==> config.mk <==
export PLATFORM = sky130hd
export DESIGN_NAME = synth_serial_load_port
export DESIGN_NICKNAME = d
export VERILOG_FILES = /design/src/synth_serial_load_port.v /design/src/word_latch.v
export VERILOG_INCLUDE_DIRS = /design/src
export SDC_FILE = /design/constraint.sdc
export NUM_CORES = 1
export LEC_CHECK = 0
export CAP_MARGIN = 20
export CELL_PAD_IN_SITES_DETAIL_PLACEMENT = 1
export CELL_PAD_IN_SITES_GLOBAL_PLACEMENT = 2
export CORE_MARGIN = 5
export CORE_UTILIZATION = 41
export CTS_CLUSTER_DIAMETER = 120
export DETAILED_ROUTE_END_ITERATION = 8
export DONT_BUFFER_PORTS = 1
export PLACE_DENSITY_LB_ADDON = 0.1
export RECOVER_POWER = 100
export SKIP_CTS_REPAIR_TIMING = 1
export SYNTH_ARGS = -nofsm -noshare
export SYNTH_HDL_FRONTEND = slang
export SYNTH_SLANG_ARGS = --single-unit
==> constraint.sdc <==
create_clock -name clk_i -period 1.35 [get_ports clk_i]
set_input_delay 0.27 -clock clk_i [delete_from_list [all_inputs] [get_ports clk_i]]
set_output_delay 0.27 -clock clk_i [all_outputs]
set_load 0.01 [all_outputs]
==> src/synth_port_map.vh <==
`ifndef SYNTH_PORT_MAP_VH
`define SYNTH_PORT_MAP_VH
`define WORD_W          24
`define WORD_RST        24'h000000
`define CFG_OUTSEL_BIT  0
`define CFG_OSCEN_BIT   1
`define CFG_FSMODE_BIT  2
`define CFG_FSLEVEL_BIT 3
`define CFG_FSHIZ_BIT   4
`define CFG_FASTLK_BIT  5
`define CFG_TSTDIV_BIT  6
`define TSTDIV_W        4
`define TSTDIV_RST      4'h0
`define TSTDIV_ONE      4'h1
`define SYNC_W          8
`define SYNC_RST        8'h00
`define SYNC_SCLK       0
`define SYNC_SDAT       1
`define SYNC_STB        2
`define SYNC_CE         3
`define SYNC_RBE        4
`define SYNC_REF        5
`define SYNC_LOCK       6
`define SYNC_FSA        7
`define BIT_RST         1'h0
`define PIN_DRIVE       1'h0
`define PIN_RELEASE     1'h1
`endif

==> src/synth_serial_load_port.v <==
// Behaviour
// - each rising serial clock edge shifts the data bit into a 24-bit register
// - rising load strobe copies the shift register into the configuration latch
// - reference buffer enable high forces the reference output on, overriding all
// - fast-settle pin is fast-settle control or a programmed level or high-z output
// - test/lock pin carries test frequency or lock detect, per configuration
// - one shifted and latched word is enough for a frequency change
`timescale 1ns/1ps
`default_nettype none
`include "synth_port_map.vh"
module synth_serial_load_port (
  // clock and reset
  input  wire                  clk_i,
  input  wire                  rstn_i,
  // serial pins
  input  wire                  sclk_i,
  input  wire                  sdata_i,
  input  wire                  load_strobe_i,
  // control pins
  input  wire                  chip_enable_i,
  input  wire                  ref_buffer_enable_i,
  // from the synthesizer core
  input  wire                  ref_clk_i,
  input  wire                  lock_detect_i,
  input  wire                  fast_settle_active_i,
  // outputs
  output reg  [`WORD_W-1:0]    config_word_o,
  output reg                   word_loaded_o,
  output reg                   core_enable_o,
  output reg                   ref_buffer_output_o,
  output reg                   fast_settle_output_o,
  output reg                   fast_settle_output_oe_n_o,
  output reg                   test_lock_output_o
);
  // two-flop synchronisers; first stage read only by second
  reg  [`SYNC_W-1:0]   sync1_q;
  reg  [`SYNC_W-1:0]   sync2_q;

  // edge history and the delayed load pulse
  reg                  sclk_prev_q;
  reg                  stb_prev_q;
  reg                  ref_prev_q;
  reg                  load_q;

  // shift register and test divider
  reg  [`WORD_W-1:0]   shift_q;
  reg  [`WORD_W-1:0]   shift_d;
  reg  [`TSTDIV_W-1:0] tdiv_q;
  reg  [`TSTDIV_W-1:0] tdiv_d;
  reg                  ttog_q;
  reg                  ttog_d;

  // next values of the pin outputs
  reg                  ref_out_d;
  reg                  fs_out_d;
  reg                  fs_oe_n_d;
  reg                  tl_out_d;
  wire [`WORD_W-1:0]   latched;
  wire [`TSTDIV_W-1:0] tdiv_ratio;
  wire                 sclk_s;
  wire                 sdat_s;
  wire                 stb_s;
  wire                 ce_s;
  wire                 rbe_s;
  wire                 ref_s;
  wire                 lock_s;
  wire                 fsa_s;
  wire                 sclk_rise;
  wire                 stb_rise;
  wire                 ref_rise;

  // low-to-high step of a synchronised level
  function rise_of;
    input cur;
    input prev;
    begin
      rise_of = cur & ~prev;
    end
  endfunction

  assign sclk_s     = sync2_q[`SYNC_SCLK];
  assign sdat_s     = sync2_q[`SYNC_SDAT];
  assign stb_s      = sync2_q[`SYNC_STB];
  assign ce_s       = sync2_q[`SYNC_CE];
  assign rbe_s      = sync2_q[`SYNC_RBE];
  assign ref_s      = sync2_q[`SYNC_REF];
  assign lock_s     = sync2_q[`SYNC_LOCK];
  assign fsa_s      = sync2_q[`SYNC_FSA];
  assign sclk_rise  = rise_of(sclk_s, sclk_prev_q);
  assign stb_rise   = rise_of(stb_s, stb_prev_q);
  assign ref_rise   = rise_of(ref_s, ref_prev_q);
  assign tdiv_ratio = latched[`CFG_TSTDIV_BIT+`TSTDIV_W-1:`CFG_TSTDIV_BIT];

  // core levels are sampled too: they are not timed to this clock
  always @(posedge clk_i or negedge rstn_i) begin
    if (!rstn_i) begin
      sync1_q <= `SYNC_RST;
      sync2_q <= `SYNC_RST;
    end else begin
      sync1_q <= {fast_settle_active_i, lock_detect_i, ref_clk_i, ref_buffer_enable_i,
                  chip_enable_i, load_strobe_i, sdata_i, sclk_i};
      sync2_q <= sync1_q;
    end
  end

  // load pulse delayed one cycle so it meets the word at the outputs
  always @(posedge clk_i or negedge rstn_i) begin
    if (!rstn_i) begin
      sclk_prev_q <= `BIT_RST;
      stb_prev_q  <= `BIT_RST;
      ref_prev_q  <= `BIT_RST;
      load_q      <= `BIT_RST;
    end else begin
      sclk_prev_q <= sclk_s;
      stb_prev_q  <= stb_s;
      ref_prev_q  <= ref_s;
      load_q      <= stb_rise;
    end
  end

  // data synchronised with clock, so edge and bit stay aligned
  always @* begin
    shift_d = shift_q;
    if (sclk_rise) begin
      shift_d = {shift_q[`WORD_W-2:0], sdat_s};
    end
  end

  always @(posedge clk_i or negedge rstn_i) begin
    if (!rstn_i) begin
      shift_q <= `WORD_RST;
    end else begin
      shift_q <= shift_d;
    end
  end

  // a single strobe commits a whole word, no multi-word sequence
  word_latch u_latch (
    .clk_i  (clk_i),
    .rstn_i (rstn_i),
    .load_i (stb_rise),
    .word_i (shift_q),
    .word_o (latched)
  );

  // a new ratio below the running count takes effect only after overflow
  always @* begin
    tdiv_d = tdiv_q;
    ttog_d = ttog_q;
    if (ref_rise) begin
      if (tdiv_q == tdiv_ratio) begin
        tdiv_d = `TSTDIV_RST;
        ttog_d = ~ttog_q;
      end else begin
        tdiv_d = tdiv_q + `TSTDIV_ONE;
      end
    end
  end

  always @(posedge clk_i or negedge rstn_i) begin
    if (!rstn_i) begin
      tdiv_q <= `TSTDIV_RST;
      ttog_q <= `BIT_RST;
    end else begin
      tdiv_q <= tdiv_d;
      ttog_q <= ttog_d;
    end
  end

  // enable pin wins over chip enable and the config bit
  always @* begin
    if (rbe_s) begin
      ref_out_d = ref_s;
    end else if (ce_s && latched[`CFG_OSCEN_BIT]) begin
      ref_out_d = ref_s;
    end else begin
      ref_out_d = `BIT_RST;
    end
  end

  // general mode: programmed level or released pin
  always @* begin
    if (latched[`CFG_FSMODE_BIT]) begin
      fs_out_d  = latched[`CFG_FSLEVEL_BIT];
      fs_oe_n_d = latched[`CFG_FSHIZ_BIT];
    end else begin
      fs_out_d  = fsa_s & latched[`CFG_FASTLK_BIT];
      fs_oe_n_d = `PIN_DRIVE;
    end
  end

  // shared pin: divided reference or lock indication
  always @* begin
    if (latched[`CFG_OUTSEL_BIT]) begin
      tl_out_d = ttog_q;
    end else begin
      tl_out_d = lock_s;
    end
  end

  // word and its load pulse leave together
  always @(posedge clk_i or negedge rstn_i) begin
    if (!rstn_i) begin
      config_word_o             <= `WORD_RST;
      word_loaded_o             <= `BIT_RST;
      core_enable_o             <= `BIT_RST;
      ref_buffer_output_o       <= `BIT_RST;
      fast_settle_output_o      <= `BIT_RST;
      fast_settle_output_oe_n_o <= `PIN_RELEASE;
      test_lock_output_o        <= `BIT_RST;
    end else begin
      config_word_o             <= latched;
      word_loaded_o             <= load_q;
      core_enable_o             <= ce_s;
      ref_buffer_output_o       <= ref_out_d;
      fast_settle_output_o      <= fs_out_d;
      fast_settle_output_oe_n_o <= fs_oe_n_d;
      test_lock_output_o        <= tl_out_d;
    end
  end
endmodule
`default_nettype wire

==> src/word_latch.v <==
`timescale 1ns/1ps
`default_nettype none
`include "synth_port_map.vh"
module word_latch (
  // clock and reset
  input  wire                  clk_i,
  input  wire                  rstn_i,
  // load
  input  wire                  load_i,
  input  wire [`WORD_W-1:0]    word_i,
  output reg  [`WORD_W-1:0]    word_o
);
  always @(posedge clk_i or negedge rstn_i) begin
    if (!rstn_i) begin
      word_o <= `WORD_RST;
    end else if (load_i) begin
      word_o <= word_i;
    end
  end
endmodule
`default_nettype wire
After elaboration in Yosys (flattened, before gate mapping)

Index checks and enable logic that the tools add are counted.

Add/sub/neg operators: 1
Equality and inequality tests: 1
Mux-type cells: 6
Bitwise operators: 8
Reductions and logical operators: 2

Operators with widths:

| operator            | number |
|---|---|
| $mux 1              | 5 |
| $add 4x1->4 const B | 1 |
| $and 1x1->1         | 4 |
| $eq 4x4->1          | 1 |
| $mux 4              | 1 |
| $not 1->1           | 4 |
| $reduce_and 2->1    | 1 |
| $logic_and 1x1->1   | 1 |

Flip-flop bits (word level): 103
Bits of input ports: 10
Logic and storage cells: 35

Logic depth before layout (Yosys ltp)

Depth after elaboration: 3
Mapped depth: 4
Depth with buffers taken out: 4

By module

A second synthesis with hierarchy kept.

Cell total of the unflattened synthesis: 189
Area, all modules: 3478.3 sq um

Modules (own cells, without submodules):

| module                 | times used | cells an instance | area an instance (sq um) |
|---|---|---|---|
| synth_serial_load_port | 1          | 138               | 2481.1 |
| word_latch             | 1          | 51                | 997.2 |

Least setup slack after synthesis

Ideal clock, no wire load.

Path type: register -> register
From: reg tdiv_q[0]
To: reg tdiv_q[2]
Setup time: 0.118 ns
Data arrival time: 1.218 ns
Slack: 0.014 ns
Stages on the path, launching flop included: 5
Clock period less this slack: 1.336 ns
Cells stage by stage: dfrtp_1 xor2_1 nor4_4 o21ai_1 a21o_1

Longest elaborated chain between the ends: 2
Elaborated cells on any way between the ends: 3
Those cells by class: 1 x add/sub; 1 x eq/ne; 1 x mux

RTL lines:

| element                                                    | line                         | text |
|---|---|---|
| start: declaration                                         | synth_serial_load_port.v:48  | `` reg [`TSTDIV_W-1:0] tdiv_q; `` |
| start signal: assignment                                   | synth_serial_load_port.v:162 | `` tdiv_q <= `TSTDIV_RST; `` |
| start signal: assignment                                   | synth_serial_load_port.v:165 | `tdiv_q <= tdiv_d;` |
| $add 4x1->4 (no line) / $eq 4x4->1 (equally long branches) | n/a                          |  |
| $mux 4 (*)                                                 | synth_serial_load_port.v:151 | `if (tdiv_q == tdiv_ratio) begin` |

Mark *: on every way between the ends. The rest lies on a longest branch, timed or not.
A chain may end at the register's enable or synchronous reset.

Final worst setup path

From: reg u_latch.word_o[8]
To: reg tdiv_q[2]

Longest elaborated chain between the ends: 2

RTL lines:

| element                  | line                         | text |
|---|---|---|
| start: declaration       | word_latch.v:11              | `` output reg [`WORD_W-1:0] word_o `` |
| start signal: assignment | word_latch.v:15              | `` word_o <= `WORD_RST; `` |
| start signal: assignment | word_latch.v:17              | `word_o <= word_i;` |
| $eq 4x4->1               | synth_serial_load_port.v:151 |  |
| $mux 4                   | synth_serial_load_port.v:151 |  |

Every way passes these cells.

==> impl_metrics.csv <==
group,metric,value,unit
grt,first_global_vias,1635,
yosys,synth_edf_count,0,
layout,fin_nets,221,
floorplanning,dieArea,10100,sq um
sta,clock.fmax,730,MHz
clocking,cts_sinks,103,
yosys,yosys-mux-area-fraction,0.164,
yosys,netlist_instances,190,
run_status,violations,"hold timing, setup timing",
yosys,yosysSeqAreaShare,0.765,
critical_path,critical_path.startpoint_type,"register",
sta,fin_ws,-0.0197,ns
detailed_routing,wl_per_cell,15.6,um
floorplanning,die_w,101,um
floorplanning,fp.coreArea,8090,sq um
yosys,synth-simple-area-share,0.0312,
detailed_routing,vias,1515,
floorplanning,rows,33,
detailed_routing,finalWirelength,5.00,mm
power_and_ir_drop,power.leakage,1.79,nW
layout,drive_above_1_share,0.340,
floorplanning,boundaryPins,40,
power_and_ir_drop,swShare,0.277,
sta,finalSetupTns,-0.0263,ns
sta,finalHoldViolCount,103,
clocking,htree_levels,3,
grt,grt_max_degree,104,
yosys,synth-seq-cells,103,
clocking,cts_root_buf,"clkbuf_8",
grt,grt_overflow,0,
sta,relSlewSlack,0.772,
yosys,yosys.cell_types.count,20,
yosys,ys.flop_type,"dfrtp_1",
clocking,clkTransAtPathRegs,0.09,ns
sta,rsz0062_at_grt,"yes",
yosys,synth_xor_area_frac,0.0130,
power_and_ir_drop,p_per_area,1860,nW/um^2
critical_path,critical_path_class,"reg -> reg",
layout,instances_no_fill,320,
power_and_ir_drop,pwr-share-comb,0.128,
detailed_routing,dr.first_iter.drc_count,31,
place,dp_hpwl,3.21,mm
run_status,status,"finished with violations",
sta,skew,0.0113,ns
sta,holdWs,-0.394,ns
detailed_routing,drt_pre_antenna_iters,4,
yosys,avgSynthCellArea,17.7,sq um
run,drv_cap,0,
layout,diodes,0,
floorplanning,start_util,0.417,
detailed_routing,vias_per_cell,4.73,
critical_path,cp.arrival,1.61,ns
layout,nFillCells,816,
critical_path,crit_fanout,5,
critical_path,cp-end-kind,"register",
sta,final-setup-viol-count,2,
power_and_ir_drop,vdd_drop_max,0.718,mV
critical_path,critPathMaxStageDelay,0.42,ns
critical_path,crit_chain,"xor2_1, nor4_4, o21ai_1, a21o_1",
place,dp_cells,295,
power_and_ir_drop,power_frac_seq,0.632,
clocking,cts_buffers,9,
sta,finalCritPeriodShare,1.01,
sta,drv_slew,0,
grt,antenna_found_initial,0,
min_path,hold_class,"in -> async",
power_and_ir_drop,switchingPower,1.94,mW
yosys,async_reset_ff_frac,1.00,
yosys,synthAdderAreaFrac,0.00371,
clocking,tritoncts,"yes",
clocking,clock_path_buffers,2,
critical_path,cp_slowest_cell,"dfrtp_1",
place,place_congestion,0.704,
sta,fin_crit,1.37,ns
layout,syn_to_final_growth,12.0,%
grt,grt_usage,0.112,
power_and_ir_drop,p_int,5.08,mW
sta,worstMarginPinSlew,0.340,ns
yosys,synth_top_family_by_area,"multiplexers",
clocking,insertion_delay,0.35,ns
floorplanning,chipHeight,101,um
yosys,netlist_area,3370,sq um
yosys,syn_nets,201,
detailed_routing,drtAntennaViolNets,0,
grt,grt_pass1_wl,8.60,mm
layout,utilization,0.466,
critical_path,cp.required,1.59,ns
detailed_routing,drc_errors,0,
power_and_ir_drop,clockPowerShare,0.239,
yosys,synth_compound_area_frac,0.0134,
place,io_buffer_count,0,
yosys,yosysWarnings,0,
==> synthesized netlist by cell type (2+ instances only) <==
| cell type | instances | area, sq um |
|---|---|---|
| nand2_1 | 6 | 22.5 |
| xor2_1 | 4 | 35.0 |
| a21o_1 | 2 | 15.0 |
| nor3_1 | 2 | 10.0 |
| nor2b_1 | 3 | 18.8 |
| buf_2 | 6 | 30.0 |
| dfrtp_1 | 102 | 2550 |
| a21oi_1 | 2 | 10.0 |
| mux2_2 | 49 | 552 |
| nand2b_1 | 2 | 12.5 |
| o21ai_1 | 3 | 15.0 |
==> layout by cell type (no fill, tap or decap) <==
master         count
nand3_1            1
nor4_4             1
nor2b_1            2
clkbuf_8           9
nand2b_1           2
ha_1               1
clkinvlp_4         2
nand2_1            6
clkbuf_1           1
dlygate4sd3_1      8
buf_4              3
nor2b_2            1
nor4b_1            1
nor3_1             2
clkinv_4           2
o21ai_0            1
inv_6              1
xor2_1             4
clkbuf_4           1
dfstp_1            1
xnor2_1            1
a21o_1             2
clkbuf_2           1
buf_2              2
mux2_2            49
dfrtp_1          102
a21oi_1            2
o21ai_1            3
and2_0             1
clkinv_2           1
inv_1              1
==> state kept, by name (all words and copies together), names as in the netlist, 4 cells and up <==
register	cells
config_word_o	24
shift_q	24
u_latch.word_o	24
sync1_q	8
sync2_q	8
tdiv_q	4
==> worst max-delay path: cells and delay by family, from the launching register on <==
family,cells,cell delay (ns)
flip-flops,1,0.42
AND/OR/NAND/NOR,1,0.38
AO/OA/AOI/OAI,2,0.29
XOR/XNOR,1,0.20
==> power groups by stage <==
| stage | Combinational, mW | Sequential, mW | Clock [mW] |
|---|---|---|---|
| finish | 0.901 | 4.44 | 1.68 |
| global route | 1.00 | 4.55 | 1.96 |
| CTS | 0.889 | 4.48 | 1.78 |
| detailed placement | 0.884 | 4.55 | 0 |
| global placement | 0.848 | 4.52 | 0 |
| floorplan | 0.724 | 4.35 | 0 |
==> worst paths after layout <==
kind | start | end | slack, ns | depth (start not counted)
max | u_latch.word_o[8] | tdiv_q[2] | -0.02 | 4
min in group clk_i | sync1_q[7] | sync2_q[7] | 0.35 | 0
max reg2reg | u_latch.word_o[8] | tdiv_q[2] | -0.02 | 4
min | rstn_i | tdiv_q[3] | -0.39 | 0
max in group asynchronous | rstn_i | fast_settle_output_oe_n_o | 1.57 | 0
min reg2reg | sync1_q[7] | sync2_q[7] | 0.35 | 0
==> cell families (layout without fill, tap and decap cells) <==
group / Yosys count / count (layout)
flip-flops: 103 / 103
AND/OR/NAND/NOR: 17 / 17
adder cells (fa/ha/maj): 1 / 1
AO/OA/AOI/OAI: 8 / 8
XOR/XNOR: 5 / 5
buffers and inverters: 7 / 32
multiplexers: 49 / 49
==> cell type report <==
class | instances | area, sq um | area share
Clock inverter | 6 | 46.3 | 0.0123
Tap cell | 105 | 131 | 0.0348
Clock buffer | 10 | 128 | 0.0338
Inverter | 1 | 3.75 | 0.000995
Sequential cell | 103 | 2580 | 0.683
Multi-Input combinational cell | 80 | 761 | 0.202
Timing Repair Buffer | 15 | 125 | 0.0332
==> metal layers <==
| metal | track usage | share of wire |
|---|---|---|
| met3 | 0.0415 | 0.056 |
| met4 | 0.0591 | 0.022 |
| met2 | 0.166 | 0.49 |
| met5 | 0 | 0 |
| met1 | 0.144 | 0.43 |
==> through the flow <==
step	total power, mW	setup WS (ns)	instance area (sq um)
floorplan	5.08	0.0138	3370
global placement	5.37	0.0350	3530
detailed placement	5.43	-0.0189	3530
CTS	7.15	-0.0384	3710
global route	7.51	-0.107	3770
finish	7.02	-0.0197	3770
No activity file was read; power rests on OpenSTA's default activity.
